**config.mk**
```make
export PLATFORM = sky130hd
export DESIGN_NAME = pelt_top
export DESIGN_NICKNAME = d
export VERILOG_FILES = /design/src/logic/pelt_error_log.v /design/src/logic/pelt_top.v
export VERILOG_INCLUDE_DIRS = /design/src /design/src/logic
export SDC_FILE = /design/constraint.sdc
export NUM_CORES = 1
export LEC_CHECK = 0
export ABC_AREA = 1
export ABC_CLOCK_PERIOD_IN_PS = 6400
export BUFFER_PORTS_ARGS = -buffer_cell sky130_fd_sc_hd__buf_2
export CAP_MARGIN = 20
export CORE_ASPECT_RATIO = 0.5
export CORE_MARGIN = 4
export CORE_UTILIZATION = 45
export CTS_CLUSTER_SIZE = 30
export DETAILED_ROUTE_END_ITERATION = 10
export PLACE_DENSITY = 0.8
export SLEW_MARGIN = 20
export SYNTH_ARGS = -nofsm -noshare
export SYNTH_HDL_FRONTEND = slang
export SYNTH_SLANG_ARGS = --single-unit
```
**constraint.sdc**
```tcl
create_clock -name clk -period 6.4 [get_ports clk]
set_input_delay 0.96 -clock clk [delete_from_list [all_inputs] [get_ports clk]]
set_output_delay 0.96 -clock clk [all_outputs]
set_load 0.03 [all_outputs]
```
**src/logic/pelt_defs.vh**
```
// Register offsets, field positions and reset values of the PCI error log and target image block.
`ifndef PELT_DEFS_VH
`define PELT_DEFS_VH

`define PELT_CMD_LOG_OFF      12'h18C
`define PELT_ADDR_LOG_OFF     12'h190
`define PELT_IMG_CTL_OFF      12'h1A0
`define PELT_IMG_BASE_OFF     12'h1A4
`define PELT_IMG_BOUND_OFF    12'h1A8
`define PELT_IMG_XLAT_OFF     12'h1AC

`define PELT_CMD_LSB          28
`define PELT_MULTI_BIT        27
`define PELT_VALID_BIT        23
`define PELT_CMD_RESET        4'h7

`define PELT_EN_BIT           31
`define PELT_POSTED_BIT       30
`define PELT_WIDTH_LSB        22
`define PELT_SPACE_LSB        16
`define PELT_PROGRAM_BIT      14
`define PELT_SUPER_BIT        12
`define PELT_CYCLE_BIT        8
`define PELT_IOSPACE_BIT      0
`define PELT_WIDTH_RESET      2'h2

`define PELT_WIDTH_64         2'h3
`define PELT_SPACE_A24        3'h1
`define PELT_SPACE_A32        3'h2
`define PELT_SPACE_RSV_LO     3'h3
`define PELT_SPACE_RSV_HI     3'h4

`define PELT_PAGE_LSB         12

`endif

```
**src/logic/pelt_error_log.v**
```verilog
// Freezing capture of the failing posted write's command and start address.
`timescale 1ns/1ps
`default_nettype none
`include "pelt_defs.vh"

module pelt_error_log #(
	parameter CMD_W  = 4,
	parameter ADDR_W = 32
) (
	input  wire              clk,
	input  wire              reset,
	input  wire              err_event,
	input  wire [CMD_W-1:0]  err_command,
	input  wire [ADDR_W-1:0] err_address,
	input  wire              rearm,
	output reg               log_valid,
	output reg               multi_error,
	output reg  [CMD_W-1:0]  cmd_log,
	output reg  [ADDR_W-1:0] addr_log
);

	always @(posedge clk or posedge reset) begin
		if (reset) begin
			log_valid   <= 1'b0;
			multi_error <= 1'b0;
			cmd_log     <= `PELT_CMD_RESET;
			addr_log    <= {ADDR_W{1'b0}};
		end else begin
			if (err_event && !log_valid) begin
				// A fresh capture wins over a rearm in the same cycle.
				log_valid   <= 1'b1;
				multi_error <= 1'b0;
				cmd_log     <= err_command;
				addr_log    <= err_address;
			end else if (err_event && log_valid) begin
				multi_error <= 1'b1;
				if (rearm) begin
					log_valid <= 1'b0;
				end
			end else if (rearm) begin
				log_valid <= 1'b0;
			end
		end
	end

endmodule // pelt_error_log
`default_nettype wire

```
**src/logic/pelt_top.v**
```verilog
// PCI-side error log registers and target image four control with its decoder.
// Register map: 0x18C command log, 0x190 address log, 0x1A0 image control,
// 0x1A4 image base, 0x1A8 image bound and 0x1AC translation offset.
// Command log: failed command in 31:28, multiple error in 27, log valid in 23.
// Address log: the full start address of the failing posted write.
// Image control: enable 31, posted write 30, data width 23:22, address space 18:16,
// program 14, supervisor 12, cycle type 8 and I/O space 0.
// Base, bound and translation offset hold a 4 KB page number in bits 31:12.
// Read data stand only in the cycle after the read strobe and read zero otherwise.
// Reserved and unmapped bits read as zero, and writes to them are dropped.
`timescale 1ns/1ps
`default_nettype none
`include "pelt_defs.vh"

module pelt_top #(
	parameter ADDR_W = 12
) (
	input  wire              clk,
	input  wire              reset,
	input  wire [ADDR_W-1:0] reg_addr,
	input  wire [31:0]       reg_wdata,
	input  wire              reg_write,
	input  wire              reg_read,
	output reg  [31:0]       reg_rdata,
	input  wire              pw_target_abort,
	input  wire              pw_master_abort,
	input  wire              pw_retry_expired,
	input  wire [3:0]        pw_command,
	input  wire [31:0]       pw_start_address,
	input  wire              pci_access,
	input  wire              pci_io_access,
	input  wire [31:0]       pci_address,
	output wire              image_hit,
	output wire              image_posted_write,
	output wire [1:0]        vme_max_data_width,
	output wire [2:0]        vme_address_space,
	output wire              program_data_select,
	output wire              supervisor_select,
	output wire              vme_block_transfer,
	output wire              vme_mblt_allowed,
	output wire              vme_space_reserved,
	output wire [31:0]       vme_address
);

	// Fields of the image four control register.
	reg        image_enable;
	reg        posted_write_enable;
	reg  [1:0] width_sel;
	reg  [2:0] space_sel;
	reg        program_sel;
	reg        supervisor_sel;
	reg        vme_cycle_type;
	reg        pci_space_select;

	// Page numbers of the image window and of its translation.
	reg [19:0] image_base;
	reg [19:0] image_bound;
	reg [19:0] image_translation_offset;

	// Write strobes decoded once per register.
	wire       wr_cmd_log;
	wire       wr_ctl;
	wire       wr_base;
	wire       wr_bound;
	wire       wr_xlat;

	wire        log_valid;
	wire        multi_error;
	wire  [3:0] cmd_log;
	wire [31:0] addr_log;
	wire        err_event;
	wire        rearm;
	reg  [31:0] next_rdata;

	assign err_event = pw_target_abort | pw_master_abort | pw_retry_expired;
	assign wr_cmd_log = reg_write && (reg_addr == `PELT_CMD_LOG_OFF);
	assign wr_ctl     = reg_write && (reg_addr == `PELT_IMG_CTL_OFF);
	assign wr_base    = reg_write && (reg_addr == `PELT_IMG_BASE_OFF);
	assign wr_bound   = reg_write && (reg_addr == `PELT_IMG_BOUND_OFF);
	assign wr_xlat    = reg_write && (reg_addr == `PELT_IMG_XLAT_OFF);
	// Only a one in the valid bit rearms capture; a zero there is ignored.
	assign rearm      = wr_cmd_log && reg_wdata[`PELT_VALID_BIT];

	pelt_error_log #(
		.CMD_W  (4),
		.ADDR_W (32)
	) u_log (
		.clk         (clk),
		.reset       (reset),
		.err_event   (err_event),
		.err_command (pw_command),
		.err_address (pw_start_address),
		.rearm       (rearm),
		.log_valid   (log_valid),
		.multi_error (multi_error),
		.cmd_log     (cmd_log),
		.addr_log    (addr_log)
	);

	// Control fields, one process each; reset clears them, except the data width, which it loads with 2'h2.
	always @(posedge clk or posedge reset) begin
		if (reset) begin
			image_enable <= 1'b0;
		end else if (wr_ctl) begin
			image_enable <= reg_wdata[`PELT_EN_BIT];
		end
	end

	always @(posedge clk or posedge reset) begin
		if (reset) begin
			posted_write_enable <= 1'b0;
		end else if (wr_ctl) begin
			posted_write_enable <= reg_wdata[`PELT_POSTED_BIT];
		end
	end

	always @(posedge clk or posedge reset) begin
		if (reset) begin
			width_sel <= `PELT_WIDTH_RESET;
		end else if (wr_ctl) begin
			width_sel <= reg_wdata[`PELT_WIDTH_LSB +: 2];
		end
	end

	always @(posedge clk or posedge reset) begin
		if (reset) begin
			space_sel <= 3'h0;
		end else if (wr_ctl) begin
			space_sel <= reg_wdata[`PELT_SPACE_LSB +: 3];
		end
	end

	always @(posedge clk or posedge reset) begin
		if (reset) begin
			program_sel <= 1'b0;
		end else if (wr_ctl) begin
			program_sel <= reg_wdata[`PELT_PROGRAM_BIT];
		end
	end

	always @(posedge clk or posedge reset) begin
		if (reset) begin
			supervisor_sel <= 1'b0;
		end else if (wr_ctl) begin
			supervisor_sel <= reg_wdata[`PELT_SUPER_BIT];
		end
	end

	always @(posedge clk or posedge reset) begin
		if (reset) begin
			vme_cycle_type <= 1'b0;
		end else if (wr_ctl) begin
			vme_cycle_type <= reg_wdata[`PELT_CYCLE_BIT];
		end
	end

	always @(posedge clk or posedge reset) begin
		if (reset) begin
			pci_space_select <= 1'b0;
		end else if (wr_ctl) begin
			pci_space_select <= reg_wdata[`PELT_IOSPACE_BIT];
		end
	end

	// Window and translation pages; the low twelve bits are not stored.
	always @(posedge clk or posedge reset) begin
		if (reset) begin
			image_base <= 20'h00000;
		end else if (wr_base) begin
			image_base <= reg_wdata[31:`PELT_PAGE_LSB];
		end
	end

	always @(posedge clk or posedge reset) begin
		if (reset) begin
			image_bound <= 20'h00000;
		end else if (wr_bound) begin
			image_bound <= reg_wdata[31:`PELT_PAGE_LSB];
		end
	end

	always @(posedge clk or posedge reset) begin
		if (reset) begin
			image_translation_offset <= 20'h00000;
		end else if (wr_xlat) begin
			image_translation_offset <= reg_wdata[31:`PELT_PAGE_LSB];
		end
	end

	// Read mux; unmapped addresses and reserved bits read as zero.
	always @* begin
		next_rdata = 32'h00000000;
		case (reg_addr)
			`PELT_CMD_LOG_OFF: begin
				next_rdata[`PELT_CMD_LSB +: 4]  = cmd_log;
				next_rdata[`PELT_MULTI_BIT]     = multi_error;
				next_rdata[`PELT_VALID_BIT]     = log_valid;
			end
			`PELT_ADDR_LOG_OFF: begin
				next_rdata = addr_log;
			end
			`PELT_IMG_CTL_OFF: begin
				next_rdata[`PELT_EN_BIT]          = image_enable;
				next_rdata[`PELT_POSTED_BIT]      = posted_write_enable;
				next_rdata[`PELT_WIDTH_LSB +: 2]  = width_sel;
				next_rdata[`PELT_SPACE_LSB +: 3]  = space_sel;
				next_rdata[`PELT_PROGRAM_BIT]     = program_sel;
				next_rdata[`PELT_SUPER_BIT]       = supervisor_sel;
				next_rdata[`PELT_CYCLE_BIT]       = vme_cycle_type;
				next_rdata[`PELT_IOSPACE_BIT]     = pci_space_select;
			end
			`PELT_IMG_BASE_OFF: begin
				next_rdata[31:`PELT_PAGE_LSB] = image_base;
			end
			`PELT_IMG_BOUND_OFF: begin
				next_rdata[31:`PELT_PAGE_LSB] = image_bound;
			end
			`PELT_IMG_XLAT_OFF: begin
				next_rdata[31:`PELT_PAGE_LSB] = image_translation_offset;
			end
			default: begin
				next_rdata = 32'h00000000;
			end
		endcase
	end

	// Read data stand only in the cycle after the read strobe.
	always @(posedge clk or posedge reset) begin
		if (reset) begin
			reg_rdata <= 32'h00000000;
		end else if (reg_read) begin
			reg_rdata <= next_rdata;
		end else begin
			reg_rdata <= 32'h00000000;
		end
	end

	// Window decode on 4 KB pages; a zero bound leaves the window open above the base.
	wire [19:0] page;
	wire [11:0] page_offset;
	wire        above_base;
	wire        bound_open;
	wire        below_bound;
	wire        in_window;
	wire        space_match;
	wire        a24_or_a32;
	wire        width_64;
	wire [20:0] page_sum;
	wire [19:0] vme_page;

	assign page        = pci_address[31:`PELT_PAGE_LSB];
	assign page_offset = pci_address[`PELT_PAGE_LSB-1:0];
	assign above_base  = page >= image_base;
	assign bound_open  = (image_bound == 20'h00000);
	assign below_bound = bound_open || (page < image_bound);
	assign in_window   = above_base && below_bound;
	assign space_match = (pci_io_access == pci_space_select);
	assign image_hit   = image_enable && pci_access && space_match && in_window;

	// An I/O image is always coupled, whatever its posted-write bit holds.
	assign image_posted_write  = posted_write_enable && !pci_space_select;
	assign vme_max_data_width  = width_sel;
	assign vme_address_space   = space_sel;
	assign vme_space_reserved  = (space_sel == `PELT_SPACE_RSV_LO)
		|| (space_sel == `PELT_SPACE_RSV_HI);
	assign program_data_select = program_sel;
	assign supervisor_select   = supervisor_sel;

	// Block transfers need A24 or A32; at 64-bit width the cycle-type bit is ignored.
	assign a24_or_a32 = (space_sel == `PELT_SPACE_A24) || (space_sel == `PELT_SPACE_A32);
	assign width_64   = (width_sel == `PELT_WIDTH_64);
	assign vme_block_transfer = vme_cycle_type && a24_or_a32 && !width_64;
	assign vme_mblt_allowed   = a24_or_a32 && width_64;

	// The carry out of the page sum is dropped, so the offset wraps as two's complement.
	assign page_sum    = {1'b0, page} + {1'b0, image_translation_offset};
	assign vme_page    = page_sum[19:0];
	assign vme_address = {vme_page, page_offset};

endmodule // pelt_top
`default_nettype wire

```
* Yosys cells after proc, flatten, opt, wreduce, memory -nomap -nowiden
Cells that the tools add are included.
** Word-level totals
- Flip-flop bits (word level) :: 141
- Output and inout port bits :: 76
- Word-level logic and storage cells :: 78
** Cells by class
- Add/sub/neg operators :: 1
- Magnitude comparators :: 2
- Equality and inequality tests :: 12
- Muxes and demuxes :: 20
- Bitwise gates (word level) :: 2
- Reduce and logical (&&, ||, !) cells :: 25
** Operators with widths (count)
- 12-bit by 9-bit == test with 1-bit output, second input constant :: 6
- 32-bit 2-to-1 mux :: 1
- 3-bit case mux with 5 select lines :: 2
- 3-bit case mux with 4 select lines :: 2
- 20-bit adder :: 1
- 20-bit >= comparator :: 1
- 20-bit logical NOT :: 1
- 20-bit < comparator :: 1
- 1-bit logical AND :: 16
- 1-bit case mux with 5 select lines :: 3
- 2-bit case mux with 6 select lines :: 1
- 1-bit case mux with 4 select lines :: 2
- 7-bit 2-to-1 mux :: 1
- 3-bit by 2-bit == test with 1-bit output, second input constant :: 2
- 1-bit case mux with 6 select lines :: 1
- 1-bit 2-to-1 mux :: 4
- 1-bit case mux with 2 select lines :: 2
- 2-bit nonzero test :: 2
- 3-bit by 1-bit == test with 1-bit output, second input constant :: 1
- 3-bit == test, second input constant :: 1
- 1-bit logical NOT :: 3
- 1-bit logical OR :: 3
- 3-bit 2-to-1 mux :: 1
- 2-bit == test, second input constant :: 1
- other kinds (2) :: 3

* Logic depth before layout (Yosys ltp)
- Depth in word-level cells :: 5
- Depth in mapped cells :: 13

* Hierarchy
A second synthesis with hierarchy kept.
** Unflattened totals
- Cells, all modules :: 1105
- Area total of the unflattened synthesis :: 8274.2 um2
** By module, submodules not included
- pelt_top :: instances 1, cells an instance 942, area an instance 6761.5 um2, sequential area each 2578.7 um2
- pelt_error_log :: instances 1, cells an instance 163, area an instance 1512.7 um2, sequential area each 954.7 um2

* Least setup slack after synthesis
No wires, ideal clock.
- Kind :: input-to-output
- From :: input pci_address[12]
- To :: output vme_address[20]
- Arrival :: 2.416 ns
- Required time :: 5.440 ns
- Path slack :: 3.024 ns
- Stages :: 7
- Cells stage by stage :: ha_1 -> fa_1 -> nand3_1 -> nand2_1 -> nand3_1 -> nand2_1 -> xor2_1
** Between the ends
- Cells in the longest elaborated chain, start to end :: 1
** Ends and longest elaborated chain
- start, declared :: line pelt_top.v:32 : input wire [31:0] pci_address,
- 20-bit adder :: line pelt_top.v:276 : assign page_sum = {1'b0, page} + {1'b0, image_translation_offset};
- end, declared :: line pelt_top.v:42 : output wire [31:0] vme_address
No other way between the ends.

* Worst setup path after layout
- From :: input pci_address[12]
- To :: output vme_address[24]
The elaborated chain is that of the path after synthesis.

==> results_tabular.tex <==
\begin{tabular}{lr}
\hline
Metric & Value \\
\hline
\multicolumn{2}{l}{\textbf{Clocking}} \\
CTS max path bufs & 2 \\
Total of cells resized after clock tree synthesis & 0 \\
Post-CTS Hold Buffers & 0 \\
Buffer cell driving the clock tree root & clkbuf\_16 \\
Clock tree from TritonCTS & built \\
Number of buffers inserted by post-CTS setup repair & 0 \\
Clock Sink Count & between 100 and 150 \\
Source-to-sink clock delay at the later pin of the worst-skew pair & $\sim$0.43 ns \\
H-tree Lvls & 4 \\
TritonCTS Buffers & 17 \\
Clock input transition at the sequential cells of the worst setup and hold paths & approximately 0.06 ns \\
\multicolumn{2}{l}{\textbf{Synth}} \\
Simple-gate share of the synthesized area & 0.2938 \\
Gate count of the mapped netlist & 1,118 \\
Main combinational cell family by area after synthesis & simple AND/OR/NAND/NOR gates \\
Portion of the post-synthesis area used by sequential elements & 0.4201 \\
List of most frequent post-synthesis cells & 355 x nand2\_1, 137 x dfrtp\_1, 124 x inv\_1, 93 x nor2\_1, 69 x o21ai\_1 \\
Cell type with the largest total area after synthesis & dfrtp\_1 \\
Number of synthesis warnings & 0 \\
Area share of the leading cell type in the synthesized netlist & 0.4076 \\
Adder-cell area share of the yosys netlist & 0.08865 \\
Async S/R FF share, synth & 1.000 \\
Mux share of post-synthesis cell area & 0 \\
Compound-gate portion of the synthesized area & 0.09549 \\
Post-synth EDFFs & 0 \\
\#FFs+latches synth & 141 \\
Mean cell area of the mapped netlist & 7.524 µm² \\
Mapped Nets & 1,298 \\
Distinct cell type count of the synthesized netlist & 40 \\
Synth Area in XOR/XNOR & 0.01249 \\
Most common cell in the synthesized netlist & nand2\_1 \\
Post-synth top flop & dfrtp\_1 \\
Leading post-synthesis cells by cell area & dfrtp\_1 41\%, nand2\_1 16\%, ha\_1 8.6\% \\
Combined area of all synthesized cells & 8412 µm² \\
\multicolumn{2}{l}{\textbf{Final layout}} \\
ANT cells & 0 \\
Fraction of layout cells with a size suffix above 1 & 0.1797 \\
Final Net Count & 1,437 \\
Layout area overhead & 17.72\% \\
Cell area after layout & between 9000 and 10,000 µm² \\
\multicolumn{2}{l}{\textbf{Min path}} \\
Hold Crit Start & u\_log.cmd\_log[2] \\
End of the worst hold path & u\_log.cmd\_log[2] \\
Hold path cells & 2 \\
Path type of the worst min-delay path & reg2reg \\
\multicolumn{2}{l}{\textbf{Outcome}} \\
Outcome & complete, no violations \\
\multicolumn{2}{l}{\textbf{Setup path}} \\
WP data arrival & 2.77 ns \\
Worst Reg-to-Reg Cells & 5 \\
Crit path kind & in2out \\
Capturing element type of the critical path & primary output \\
Reg-to-reg slack, setup & 4.49 ns \\
Element type at the critical path start & input pin \\
Worst reg2reg endpoint & u\_log.addr\_log[17] \\
Maximum net fanout on the critical path & 3 \\
Worst path required time & 5.44 ns \\
Launching point of the worst reg2reg path & u\_log.log\_valid \\
\multicolumn{2}{l}{\textbf{Pwr}} \\
Relative contribution of combinational cells to total power & 0.091 \\
Worst supply voltage drop on vdd & 0.1516 mV \\
Switching power summed over all nets & 558.6 µW \\
Power per cell area & roughly 210 nW/µm² \\
Sequential share of power & 0.433 \\
Clock network fraction of total power & 0.476 \\
Net switching share of the total power & 0.2630 \\
Static leakage & 0.005298 µW \\
Internal portion of total power & around 1600 µW \\
\multicolumn{2}{l}{\textbf{GRT}} \\
Global-route congestion overflow total & 0 \\
Number of global-route vias before repair & $\sim$8,000 \\
First-pass GRT wire length & a little over 40,000 µm \\
Pin count of the biggest net entering global routing & 75 \\
Number of antenna violations at the first check in global routing & 0 \\
Global-route usage over all layers & 0.2390 \\
\multicolumn{2}{l}{\textbf{Die}} \\
Starting Density & 0.4573 \\
Area of the core region & $\sim$18,000 µm² \\
Boundary Pins & 197 \\
Width of the die & $\sim$200 µm \\
Number of cell rows & 35 \\
Die Y-Extent & 104.7 µm \\
Die Outline Area & between 20,000 and 25,000 µm² \\
\multicolumn{2}{l}{\textbf{Drt}} \\
First drt pass iteration count & 5 \\
Number of nets with antenna violations after detailed routing & 0 \\
Via count & 8,076 \\
Vias/cell & 5.352 \\
Mean routed wirelength per cell & 16.70 µm \\
Residual DRC & 0 \\
Total routed wirelength & 25,210 µm \\
Starting DRT DRC Count & 982 \\
\multicolumn{2}{l}{\textbf{Timing}} \\
Total of endpoints with negative setup slack in the final report & 0 \\
Min cycle time layout & 3.732 ns \\
Transition at the pin with the smallest max-transition slack & about 0.95 ns \\
Period Utilization, post-route & 0.5832 \\
Number of hold-slack violations in the final timing report & 0 \\
Relative max-transition margin & 0.3635 \\
Setup repair after global routing missed its margin & no \\
Final Max Tran Viols & 0 \\
Peak clock frequency supported by timing & 267.9 MHz \\
Fin Clk Skew & 0.009602 ns \\
Setup total negative slack & 0 ns \\
\multicolumn{2}{l}{\textbf{Run}} \\
Max cap viols & 0 \\
\multicolumn{2}{l}{\textbf{Placed design}} \\
Global placement routability congestion & about 0.94 \\
Detailed placement HPWL & 18,730 µm \\
Cell area reported after detailed placement & 9308 µm² \\
Number of buffers inserted by port buffering & 162 \\
\hline
\end{tabular}
[placed cells by master (no fill, tap or decap), types with 3 or more instances in the layout]
master / instances
ha_1: 58
nor2_1: 92
dfstp_2: 4
buf_2: 162
o21ai_0: 34
inv_1: 123
buf_4: 4
nor3_1: 7
clkinvlp_4: 3
clkbuf_16: 17
inv_6: 7
nand4_1: 42
a21o_1: 4
o21bai_1: 3
xnor2_1: 4
dfrtp_1: 137
nand2_2: 5
nand2_1: 355
nand3_1: 57
o21ai_1: 69
a21oi_1: 40
xor2_1: 8
inv_2: 3
nor2_4: 4
[final cells by class]
cell class                      instances  area, µm²
Multi-Input combinational cell        801       4133
Inverter                              130      500.5
Tap cell                              240      300.3
Clock inverter                         13      155.1
Fill cell                            1726       8491
Sequential cell                       141       3533
Clock buffer                           18      439.2
Timing Repair Buffer                  166      840.8
[worst max-delay path by stage]
stage	end	cells past startpoint	from
floorplan	image_base[0]	1	reset
global placement	vme_address[24]	10	pci_address[12]
detailed placement	vme_address[24]	10	pci_address[12]
CTS	vme_address[24]	10	pci_address[12]
global route	vme_address[24]	10	pci_address[12]
finish	vme_address[24]	10	pci_address[12]
[registers in the layout (all words and copies together), names as in the netlist, 2 cells and up]
register,cells
u_log.addr_log,32
image_base,20
u_log.cmd_log,4
vme_address_space,3
image_bound,20
vme_max_data_width,2
image_translation_offset,20
reg_rdata,32
[stage by stage]
step / power [µW] / hold WS (ns) / worst slack, ns / util / std cells
finish: 2124 / 0.4628 / 2.668 / 0.5384 / 1509
floorplan: 1063 / 0.4422 / 1.665 / - / 1118
detailed placement: 1126 / 0.4532 / 2.637 / 0.5061 / 1478
global route: 2203 / 0.4905 / 2.532 / 0.5384 / 1509
global placement: 1119 / 0.4547 / 2.715 / 0.5061 / 1478
CTS: 2125 / 0.4627 / 2.635 / 0.5384 / 1509
[logic make-up after synthesis]
group / count (synthesis)
and+or+nand+nor: 575
buffers and inverters: 176
AOI/OAI and AO/OA: 155
DFF: 141
adders and majority gates: 59
xor gates and xnor gates: 12
[power groups by stage]
stage,logic [µW],clock network (µW),registers [µW]
floorplan,130,0,933
global placement,184,0,935
detailed placement,190,0,936
CTS,193,1010,920
global route,217,1060,921
finish,192,1010,920
[metal layers]
| metal | vias to the layer above | GRT usage | part of all wire |
|---|---|---|---|
| met1 | 3762 | 0.3359 | 0.45 |
| met5 | - | 0 | 0 |
| met4 | 0 | 0.07505 | 0.021 |
| li1 | 3878 | - | - |
| met3 | 61 | 0.04744 | 0.079 |
| met2 | 375 | 0.3748 | 0.45 |
[worst max-delay path: stages]
cell and delay, ns:
buf_2 0.11, ha_1 0.28, fa_1 0.46, nand3_1 0.11, nand2_1 0.11, nand3_1 0.09
nand2_1 0.12, a21oi_1 0.19, xnor2_1 0.13, buf_2 0.21
Power figures use the tool's default switching activity.
